### src/hdl/cag_pkg.sv
// shared types and constants of the address generation block
// assumes a 10-bit instruction word and a 14-bit program counter
package cag_pkg;

  localparam int unsigned WORD_W   = 10;
  localparam int unsigned RAM_AW   = 10;
  localparam int unsigned PC_W     = 14;
  localparam int unsigned NIB_W    = 4;
  localparam int unsigned BANK_W   = 2;
  localparam int unsigned PAGE_W   = 8;
  localparam int unsigned ZPG_W    = 6;
  localparam int unsigned LONG_HI  = 4;
  localparam int unsigned ACC_FLAG = 8;
  localparam int unsigned PORT_FLAG = 9;

  localparam logic [RAM_AW-1:0] MEMREG_BASE = 10'h040;
  localparam logic [RAM_AW-1:0] MEMREG_LAST = 10'h04F;
  localparam logic [PC_W-1:0]   ZPG_LAST    = 14'h003F;
  localparam logic [NIB_W-1:0]  NIB_RST     = 4'h0;
  localparam logic [RAM_AW-1:0] RAM_RST     = 10'h000;
  localparam logic [PC_W-1:0]   PC_RST      = 14'h0000;

  typedef enum logic [3:0] {
    CAG_OP_NONE       = 4'h0,
    CAG_OP_RAM_IND    = 4'h1,
    CAG_OP_RAM_DIRECT = 4'h2,
    CAG_OP_MEMREG     = 4'h3,
    CAG_OP_LONG_JUMP  = 4'h4,
    CAG_OP_LONG_BR    = 4'h5,
    CAG_OP_FAR_CALL   = 4'h6,
    CAG_OP_IN_PAGE    = 4'h7,
    CAG_OP_ZERO_CALL  = 4'h8,
    CAG_OP_TABLE_JUMP = 4'h9,
    CAG_OP_TABLE_LOAD = 4'hA
  } cag_op_e;

  typedef enum logic [2:0] {
    CAG_ST_IDLE  = 3'b001,
    CAG_ST_FETCH = 3'b010,
    CAG_ST_TAKE  = 3'b100
  } cag_state_e;

  typedef struct packed {
    logic              valid;
    cag_op_e           op;
    logic [WORD_W-1:0] op_word;
    logic [WORD_W-1:0] arg_word;
  } cag_req_s;

  typedef struct packed {
    logic [BANK_W-1:0] bank;
    logic [NIB_W-1:0]  mid;
    logic [NIB_W-1:0]  low;
  } cag_ptr_s;

endpackage

### src/hdl/cag_table_sink.sv
// table word sink: steers a fetched table word to accumulator pair and port pair
// assumes rom_word is valid in the cycle take is high
`timescale 1ns/10ps
`default_nettype none
module cag_table_sink
  import cag_pkg::*;
(
  input  wire logic              clk_sys,
  input  wire logic              reset,
  input  wire logic              take,
  input  wire logic [WORD_W-1:0] rom_word,
  output logic                   acc_wr_q,
  output logic [NIB_W-1:0]       acc_val_q,
  output logic [NIB_W-1:0]       aux_val_q,
  output logic                   port_wr_q,
  output logic [NIB_W-1:0]       port_out_one_q,
  output logic [NIB_W-1:0]       port_out_two_q
);

  logic             acc_wr_d;
  logic [NIB_W-1:0] acc_val_d;
  logic [NIB_W-1:0] aux_val_d;
  logic             port_wr_d;
  logic [NIB_W-1:0] port_out_one_d;
  logic [NIB_W-1:0] port_out_two_d;

  // both flags set writes both pairs in the same edge
  always_comb begin
    acc_wr_d       = take && rom_word[ACC_FLAG];
    port_wr_d      = take && rom_word[PORT_FLAG];
    acc_val_d      = acc_val_q;
    aux_val_d      = aux_val_q;
    port_out_one_d = port_out_one_q;
    port_out_two_d = port_out_two_q;
    if (acc_wr_d) begin
      acc_val_d = rom_word[NIB_W-1:0];
      aux_val_d = rom_word[2*NIB_W-1:NIB_W];
    end
    if (port_wr_d) begin
      port_out_one_d = rom_word[NIB_W-1:0];
      port_out_two_d = rom_word[2*NIB_W-1:NIB_W];
    end
  end

  always_ff @(posedge clk_sys) begin
    if (reset) begin
      acc_wr_q       <= 1'b0;
      acc_val_q      <= NIB_RST;
      aux_val_q      <= NIB_RST;
      port_wr_q      <= 1'b0;
      port_out_one_q <= NIB_RST;
      port_out_two_q <= NIB_RST;
    end else begin
      acc_wr_q       <= acc_wr_d;
      acc_val_q      <= acc_val_d;
      aux_val_q      <= aux_val_d;
      port_wr_q      <= port_wr_d;
      port_out_one_q <= port_out_one_d;
      port_out_two_q <= port_out_two_d;
    end
  end

  acc_load_a: assert property (@(posedge clk_sys) disable iff (reset)
    take && rom_word[ACC_FLAG] |=> acc_wr_q && acc_val_q == $past(rom_word[3:0])
      && aux_val_q == $past(rom_word[7:4]))
    else $error("accumulator pair not loaded from table word");

  port_load_a: assert property (@(posedge clk_sys) disable iff (reset)
    take && rom_word[PORT_FLAG] |=> port_wr_q && port_out_one_q == $past(rom_word[3:0])
      && port_out_two_q == $past(rom_word[7:4]))
    else $error("port pair not loaded from table word");

  port_hold_a: assert property (@(posedge clk_sys) disable iff (reset)
    !(take && rom_word[PORT_FLAG]) |=> !port_wr_q && $stable(port_out_one_q)
      && $stable(port_out_two_q))
    else $error("port register changed without flag");

endmodule
`default_nettype wire

### src/hdl/cag_top.sv
// address generation for the 4-bit core: ram addresses, rom branch targets, table load
// assumes the sequencer holds req one cycle, waits while busy_q, and that
// rom_data answers rom_rd_q one cycle later; pc_next is the incremented pc
`timescale 1ns/10ps
`default_nettype none
module cag_top
  import cag_pkg::*;
(
  input  wire logic              clk_sys,
  input  wire logic              reset,
  input  wire cag_req_s          req,
  input  wire cag_ptr_s          ptr,
  input  wire logic [NIB_W-1:0]  acc,
  input  wire logic [NIB_W-1:0]  aux,
  input  wire logic [PC_W-1:0]   pc_next,
  input  wire logic [WORD_W-1:0] rom_data,
  output logic [RAM_AW-1:0]      ram_addr_q,
  output logic                   ram_vld_q,
  output logic [PC_W-1:0]        pc_target_q,
  output logic                   pc_load_q,
  output logic [PC_W-1:0]        rom_addr_q,
  output logic                   rom_rd_q,
  output logic                   busy_q,
  output logic                   acc_wr_q,
  output logic [NIB_W-1:0]       acc_val_q,
  output logic [NIB_W-1:0]       aux_val_q,
  output logic                   port_wr_q,
  output logic [NIB_W-1:0]       port_out_one_q,
  output logic [NIB_W-1:0]       port_out_two_q
);

  cag_state_e        state_q;
  cag_state_e        state_d;
  logic [RAM_AW-1:0] ram_addr_d;
  logic              ram_vld_d;
  logic [PC_W-1:0]   pc_target_d;
  logic              pc_load_d;
  logic [PC_W-1:0]   rom_addr_d;
  logic              rom_rd_d;
  logic              busy_d;
  logic [PC_W-1:0]   table_addr;
  logic              take;
  logic              issue;

  // requests are only looked at while idle; the sequencer is stalled by busy_q
  assign issue = req.valid && (state_q == CAG_ST_IDLE);

  // upper pc bits stay zero: the table area is the low 4k words
  assign table_addr = {2'b00, req.op_word[NIB_W-1:0], aux, acc};

  always_comb begin
    state_d     = state_q;
    ram_addr_d  = ram_addr_q;
    ram_vld_d   = 1'b0;
    pc_target_d = pc_target_q;
    pc_load_d   = 1'b0;
    rom_addr_d  = rom_addr_q;
    rom_rd_d    = 1'b0;
    busy_d      = 1'b0;
    case (state_q)
      CAG_ST_IDLE: begin
        if (issue) begin
          case (req.op)
            CAG_OP_RAM_IND: begin
              ram_addr_d = {ptr.bank, ptr.mid, ptr.low};
              ram_vld_d  = 1'b1;
            end
            CAG_OP_RAM_DIRECT: begin
              ram_addr_d = req.arg_word;
              ram_vld_d  = 1'b1;
            end
            CAG_OP_MEMREG: begin
              ram_addr_d = MEMREG_BASE | {6'h00, req.op_word[NIB_W-1:0]};
              ram_vld_d  = 1'b1;
            end
            CAG_OP_LONG_JUMP, CAG_OP_LONG_BR, CAG_OP_FAR_CALL: begin
              pc_target_d = {req.op_word[LONG_HI-1:0], req.arg_word};
              pc_load_d   = 1'b1;
            end
            CAG_OP_IN_PAGE: begin
              // page taken from the incremented pc, so the last word of a page
              // branches into the following one
              pc_target_d = {pc_next[PC_W-1:PAGE_W], req.op_word[PAGE_W-1:0]};
              pc_load_d   = 1'b1;
            end
            CAG_OP_ZERO_CALL: begin
              pc_target_d = {8'h00, req.op_word[ZPG_W-1:0]};
              pc_load_d   = 1'b1;
            end
            CAG_OP_TABLE_JUMP: begin
              pc_target_d = table_addr;
              pc_load_d   = 1'b1;
            end
            CAG_OP_TABLE_LOAD: begin
              rom_addr_d = table_addr;
              rom_rd_d   = 1'b1;
              busy_d     = 1'b1;
              state_d    = CAG_ST_FETCH;
            end
            default: begin
              state_d = CAG_ST_IDLE;
            end
          endcase
        end
      end
      CAG_ST_FETCH: begin
        busy_d  = 1'b1;
        state_d = CAG_ST_TAKE;
      end
      CAG_ST_TAKE: begin
        // pc_load stays low across the whole table load
        state_d = CAG_ST_IDLE;
      end
      default: begin
        state_d = CAG_ST_IDLE;
      end
    endcase
  end

  always_ff @(posedge clk_sys) begin
    if (reset) begin
      state_q     <= CAG_ST_IDLE;
      ram_addr_q  <= RAM_RST;
      ram_vld_q   <= 1'b0;
      pc_target_q <= PC_RST;
      pc_load_q   <= 1'b0;
      rom_addr_q  <= PC_RST;
      rom_rd_q    <= 1'b0;
      busy_q      <= 1'b0;
    end else begin
      state_q     <= state_d;
      ram_addr_q  <= ram_addr_d;
      ram_vld_q   <= ram_vld_d;
      pc_target_q <= pc_target_d;
      pc_load_q   <= pc_load_d;
      rom_addr_q  <= rom_addr_d;
      rom_rd_q    <= rom_rd_d;
      busy_q      <= busy_d;
    end
  end

  // rom word is data here: it goes to the sink, never to the decoder
  assign take = (state_q == CAG_ST_TAKE);

  cag_table_sink u_sink (
    .clk_sys        (clk_sys),
    .reset          (reset),
    .take           (take),
    .rom_word       (rom_data),
    .acc_wr_q       (acc_wr_q),
    .acc_val_q      (acc_val_q),
    .aux_val_q      (aux_val_q),
    .port_wr_q      (port_wr_q),
    .port_out_one_q (port_out_one_q),
    .port_out_two_q (port_out_two_q)
  );

  ram_indirect_a: assert property (@(posedge clk_sys) disable iff (reset)
    issue && req.op == CAG_OP_RAM_IND |=> ram_vld_q
      && ram_addr_q[9:8] == $past(ptr.bank) && ram_addr_q[7:4] == $past(ptr.mid)
      && ram_addr_q[3:0] == $past(ptr.low))
    else $error("indirect ram address wrong");

  ram_direct_a: assert property (@(posedge clk_sys) disable iff (reset)
    issue && req.op == CAG_OP_RAM_DIRECT |=> ram_vld_q && ram_addr_q == $past(req.arg_word))
    else $error("direct ram address wrong");

  memreg_range_a: assert property (@(posedge clk_sys) disable iff (reset)
    issue && req.op == CAG_OP_MEMREG |=> ram_vld_q
      && ram_addr_q >= MEMREG_BASE && ram_addr_q <= MEMREG_LAST
      && ram_addr_q[3:0] == $past(req.op_word[3:0]))
    else $error("memory register address out of range");

  long_target_a: assert property (@(posedge clk_sys) disable iff (reset)
    issue && req.op inside {CAG_OP_LONG_JUMP, CAG_OP_LONG_BR, CAG_OP_FAR_CALL}
      |=> pc_load_q && pc_target_q == {$past(req.op_word[3:0]), $past(req.arg_word)})
    else $error("long target wrong");

  in_page_a: assert property (@(posedge clk_sys) disable iff (reset)
    issue && req.op == CAG_OP_IN_PAGE |=> pc_load_q
      && pc_target_q[13:8] == $past(pc_next[13:8])
      && pc_target_q[7:0] == $past(req.op_word[7:0]))
    else $error("in-page target left the page");

  page_edge_a: assert property (@(posedge clk_sys) disable iff (reset)
    issue && req.op == CAG_OP_IN_PAGE && pc_next[7:0] == 8'h00
      |=> pc_target_q[13:8] == $past(pc_next[13:8]))
    else $error("page boundary jump did not reach next page");

  zero_call_a: assert property (@(posedge clk_sys) disable iff (reset)
    issue && req.op == CAG_OP_ZERO_CALL |=> pc_load_q && pc_target_q <= ZPG_LAST
      && pc_target_q[5:0] == $past(req.op_word[5:0]))
    else $error("zero-page call target wrong");

  table_jump_a: assert property (@(posedge clk_sys) disable iff (reset)
    issue && req.op == CAG_OP_TABLE_JUMP
      |=> pc_load_q && pc_target_q == $past(table_addr))
    else $error("table jump target wrong");

  table_fetch_a: assert property (@(posedge clk_sys) disable iff (reset)
    issue && req.op == CAG_OP_TABLE_LOAD
      |=> rom_rd_q && busy_q && rom_addr_q == $past(table_addr) ##1 !rom_rd_q && take)
    else $error("table fetch sequence wrong");

  table_no_pc_a: assert property (@(posedge clk_sys) disable iff (reset)
    issue && req.op == CAG_OP_TABLE_LOAD |=> !pc_load_q [*3])
    else $error("table load touched the pc");

endmodule
`default_nettype wire

### config.mk
export PLATFORM = sky130hd
export DESIGN_NAME = cag_top
export DESIGN_NICKNAME = d
export VERILOG_FILES = /design/src/hdl/cag_pkg.sv /design/src/hdl/cag_table_sink.sv /design/src/hdl/cag_top.sv
export SDC_FILE = /design/constraint.sdc
export NUM_CORES = 1
export LEC_CHECK = 0
export ABC_AREA = 1
export BUFFER_PORTS_ARGS = -buffer_cell sky130_fd_sc_hd__clkbuf_2
export CAP_MARGIN = 10
export CORE_ASPECT_RATIO = 1.4
export CORE_MARGIN = 2
export CORE_UTILIZATION = 45
export CTS_BUF_LIST = sky130_fd_sc_hd__clkbuf_16
export CTS_CLUSTER_DIAMETER = 60
export DETAILED_ROUTE_END_ITERATION = 8
export GPL_ROUTABILITY_DRIVEN = 0
export HOLD_SLACK_MARGIN = 0.15
export PLACE_DENSITY = 0.74
export SLEW_MARGIN = 20
export SYNTH_ARGS = -nofsm -noshare
export SYNTH_HDL_FRONTEND = slang
export SYNTH_SLANG_ARGS = --single-unit
### constraint.sdc
create_clock -name clk_sys -period 1.6 [get_ports clk_sys]
set_input_delay 0.16 -clock clk_sys [delete_from_list [all_inputs] [get_ports clk_sys]]
set_output_delay 0.16 -clock clk_sys [all_outputs]
set_load 0.05 [all_outputs]
# Yosys cells after proc, flatten, opt, wreduce, memory -nomap -nowiden
# Index checks and enable logic that the tools add are counted.
# op_classes
addsub,0
mul,0
div,0
order_cmp,0
n_eq_ne,15
shifts,0
mux,10
n_bitwise,2
reduce_logical,15
# op_table
cell,n
case mux 14 bit (4 select lines),1
case mux 10 bit (3 select lines),1
"equality test 4 x 3 -> 1 bit, second input constant",4
"equality test 4 bit, second input constant",3
case mux 3 bit (2 select lines),2
AND reduction 3 bit,3
OR reduction 3 bit,3
OR reduction 9 bit,1
"equality test 4 x 2 -> 1 bit, second input constant",2
OR reduction 6 bit,1
"equality test 4 x 1 -> 1 bit, second input constant",1
2-to-1 mux 1 bit,4
"inequality test 2 bit, second input constant",2
nonzero test 4 bit,1
"equality test 3 x 1 -> 1 bit, second input constant",1
"equality test 3 x 2 -> 1 bit, second input constant",1
"equality test 3 bit, second input constant",1
logical AND 1 bit,3
2-to-1 mux 3 bit,1
nonzero test 3 bit,1
NOT 1 bit,2
case mux 1 bit (2 select lines),1
AND reduction 2 bit,1
OR reduction 2 bit,1
# word_totals
register_bits,61
latchBits,0
ramBits,0
mem_bits_ro,0
output_inout_bits,60
word_cells,56
mem_count,0

# Longest topological paths before layout
# depth
depth_word,5
ltp_mapped,8
mapped_depth_nobuf,8

# Cells and area by module
# Synthesis repeated with hierarchy kept, for this count alone.
# hier_totals
cells_unflattened,466
hier_area_um2,2955.3
# modules_own_cells
module,n_inst,cells_per_inst,area_per_inst_um2,seq_area_each_um2
cag_top,1,360,2234.6,860.8
cag_table_sink,1,106,720.7,360.3

# Least setup slack after synthesis
# OpenSTA, ideal clock, no wires.
# synth_path
path_type,register to register
start,register state_q[1]
end,register ram_addr_q[4]
setup_ns,0.113
arrival_ns,1.133
required_ns,1.487
path_slack_ns,0.354
stages_incl_launch_ff,8
n_path_buf,1
path_cell_list,dfxtp_1 inv_1 nand2_1 nor3_4 nand2_2 clkbuf_1 nor2_1 nor2_1
# synth_via
elab_chain_len,3
# synth_lines
element,line_no,rtl
start: declaration,cag_top.sv:32,cag_state_e state_q;
start signal: assignment,cag_top.sv:131,state_q <= state_d;
equality test 3 x 1 -> 1 bit (*),"cag_top.sv:46, cag_top.sv:60",
logical AND 1 bit,cag_top.sv:46,assign issue = req.valid && (state_q == CAG_ST_IDLE);
AND reduction 3 bit (no line) (*),-,
end signal: assignment,cag_top.sv:132,ram_addr_q <= ram_addr_d;
end: declaration,cag_top.sv:17,"output logic [RAM_AW-1:0] ram_addr_q,"
# Mark *: on every way between the ends. The rest lies on a longest branch, timed or not.
# A chain may end at the register's enable or synchronous reset.

# Worst setup path after layout
# layout_path
start,input req[24] in the netlist's numbering
end,register ram_addr_q[7]
# layout_via
elab_chain_len,2
# layout_lines
element,line_no,rtl
start: declaration,cag_top.sv:11,"input wire cag_req_s req,"
logical AND 1 bit,cag_top.sv:46,
AND reduction 3 bit (no line),-,
# Every way passes these cells.

==> metrics <==
WHS Endpoint=u_sink.port_out_one_q[3]; cell count after synthesis=433; Final #Nets=637; status=complete, no violations; HPWL after detailed placement=5.55 mm; worst path cell trace=dlygate4sd3_1 -> clkbuf_2 -> inv_1 -> nor3_4 -> nand2_2 -> nor2_1 -> nor2_1; Setup CP Type=in2reg; clock sink count=61; post-synthesis sequential area ratio=0.440; Reg power frac=0.395; core area=5900 sq um; Worst Skew=0.00457 ns; first-pass GRT wire length=12.9 mm; Post-Syn Area=2780 sq um; vias=3,070; most frequent CP cell=nor2_1; vias in the first global route=2,923; CTS tree=done; CTS Buf Count=9; critical path's slowest cell=dlygate4sd3_1; combinational power share=0.150; Final period util=0.936; Yosys Warn Count=0; crit end category=register; drt pass-1 iters=4; Crit path largest cell delay=0.54 ns; # H-tree levels=3; final setup margin=0.103 ns; fmax=0.668 GHz; Clk pwr share=0.455; antenna viol nets, final=0; Switching Share=0.268; antenna violations before repair=0; RSZ-0062 raised after global routing=yes; Post-Route WL=7.59 mm; final hold vios=0; gr ovfl total=0; critical path launch point type=primary input; die height=96.9 microns; Synth Area in Compound Gates=0.0812; clock root buffer=clkbuf_16; GRT Util Overall=0.235; Adder-Cell Fraction of Synth Area=0; fin. max-slew vios=0; FF-to-FF path depth=5; largest net degree at the start of global routing=39; CTS Buffer Depth=2; leading cell types in the layout, fill and taps excluded=nand2_1 (123), clkbuf_2 (116), nor2_1 (89); diode count=0; Min-Delay Path Depth=3; power density over the cells=1040 nW/um^2; worst hold start=rom_data[3]; Vias/cell=4.77; DIE AREA=6820 sq um; Int Pwr=2950 uW; FF+latch count, synth=61; reg-to-reg endpoint=ram_addr_q[7]; R2R setup slack=0.24 ns; maxcap violations=0; Worst Path Arrival=1.71 ns; synth unique cells=18; worst slack at placement=0.228 ns; Layout Utilization=0.658; DR iter-0 viols=101; most common cell after layout, fill and taps aside=nand2_1; # DRC=0; Core Rows=33; Die Span X=70.4 microns; per-cell routed wire length=11.8 microns; Worst-path clk slew=0.05 ns; clock latency on the worst-skew pair=0.32 ns; worst min path class=in2reg; worst hold margin=0.156 ns; VDD IR max=0.000543 V; Port Buffer Count=116; Period minus WS final=1.50 ns; Post-Synth XOR/XNOR Area=0; Post-Synth Simple-Gate Area=0.371; main combinational cell family by area after synthesis=simple AND/OR/NAND/NOR gates; RR Startpoint=state_q[0]; mux cell area share after synthesis=0; Leak Pwr=0.00205 uW; layout cells sized above 1=0.253; io pins=129; endpoints failing setup=0; Syn Area/Cell=6.41 sq um; synthesis-to-layout area growth=39.9%; Req. time, crit path=1.81 ns; NetSw=1080 uW; critical path fanouts, max=21; family with the most delay on the worst path=simple AND/OR/NAND/NOR gates; Buf/Inv on CP=3; initial core utilization=0.470
==> cells in the mapped netlist <==
cell type,instances,area [sq um]
inv_1,49,184
conb_1,1,3.75
nand3_1,36,180
nor3_1,3,15.0
nand2_2,2,12.5
o21ai_0,29,145
nor3_4,1,16.3
nand2_1,123,462
clkbuf_1,10,37.5
a21oi_1,16,80.1
clkinv_1,1,3.75
dfxtp_1,61,1220
inv_2,2,7.51
buf_4,2,15.0
buf_2,5,25.0
nand3_2,1,10.0
buf_6,2,22.5
nor2_1,89,334
==> power by group through the flow <==
| stage | Combinational, uW | Clock [uW] | Sequential [uW] |
|---|---|---|---|
| after floorplan | 229 | 0 | 1780 |
| after global placement | 565 | 0 | 1620 |
| after detailed placement | 571 | 0 | 1620 |
| after CTS | 604 | 1870 | 1590 |
| after global routing | 669 | 1940 | 1590 |
| final | 604 | 1830 | 1590 |
==> flip-flops by register name, summed over array words and instances (netlist names) <==
name / count
u_sink.port_out_two_q: 4
ram_vld_q: 1
rom_addr_q: 12
u_sink.acc_val_q: 4
pc_load_q: 1
ram_addr_q: 10
u_sink.port_wr_q: 1
pc_target_q: 14
state_q: 3
busy_q: 1
u_sink.acc_wr_q: 1
rom_rd_q: 1
u_sink.port_out_one_q: 4
u_sink.aux_val_q: 4
==> per-stage QoR <==
| stage | power, uW | area [sq um] | setup TNS, ns | cells |
|---|---|---|---|---|
| 6_report | 4030 | 3880 | 0 | 643 |
| 5_1_grt | 4200 | 3880 | -0.159 | 643 |
| 4_1_cts | 4060 | 3880 | 0 | 643 |
| 3_5_place_dp | 2190 | 3430 | 0 | 611 |
| 3_3_place_gp | 2180 | 3430 | 0 | 611 |
| 2_1_floorplan | 2010 | 2780 | 0 | 434 |
==> worst max path at each step <==
stage,startpoint,endpoint,slack (ns),cells after the start
6_report,req[24],ram_addr_q[7],0.10,7
5_1_grt,req[24],pc_target_q[3],-0.04,8
4_1_cts,req[24],ram_addr_q[9],0.1,8
3_5_place_dp,state_q[2],u_sink.port_out_two_q[0],0.23,3
3_3_place_gp,state_q[0],u_sink.port_out_one_q[1],0.25,4
2_1_floorplan,state_q[1],ram_addr_q[4],0.35,7
==> worst min-delay path: cells and delay by family <==
| kind | cells | cell delay, ns |
|---|---|---|
| compound gates | 2 | 0.18 |
| buf+inv | 1 | 0.10 |
==> metal layers <==
layer,global-route usage,part of all wire,vias up
met2,0.419,0.51,120
li1,-,-,1592
met3,0.0708,0.083,12
met4,0.0888,0.018,0
met5,0,0,-
met1,0.256,0.39,1346
==> layout make-up <==
type                       instances  area, sq um
clock inverter                     7         57.6
sequential                        61         1220
clock buffer                       9          225
inverter                          52          195
multi-input combinational        302         1270
fill                             548         2020
timing repair buffer             142          828
tap                               70         87.6
==> cell families after synthesis <==
group	Yosys count
AO/OA/AOI/OAI	45
buffers and inverters	71
flip-flops	61
other	1
AND/OR/NAND/NOR	255
==> repair_timing <==
item / in CTS / in global routing
resized for setup: 0 / 1
hold buffers: 16 / 0
buffers inserted: 0 / 0
hold endpoints to repair: 24 / 0
setup endpoints to repair: 0 / 14
Note: power is estimated with default switching activity, not from simulation.
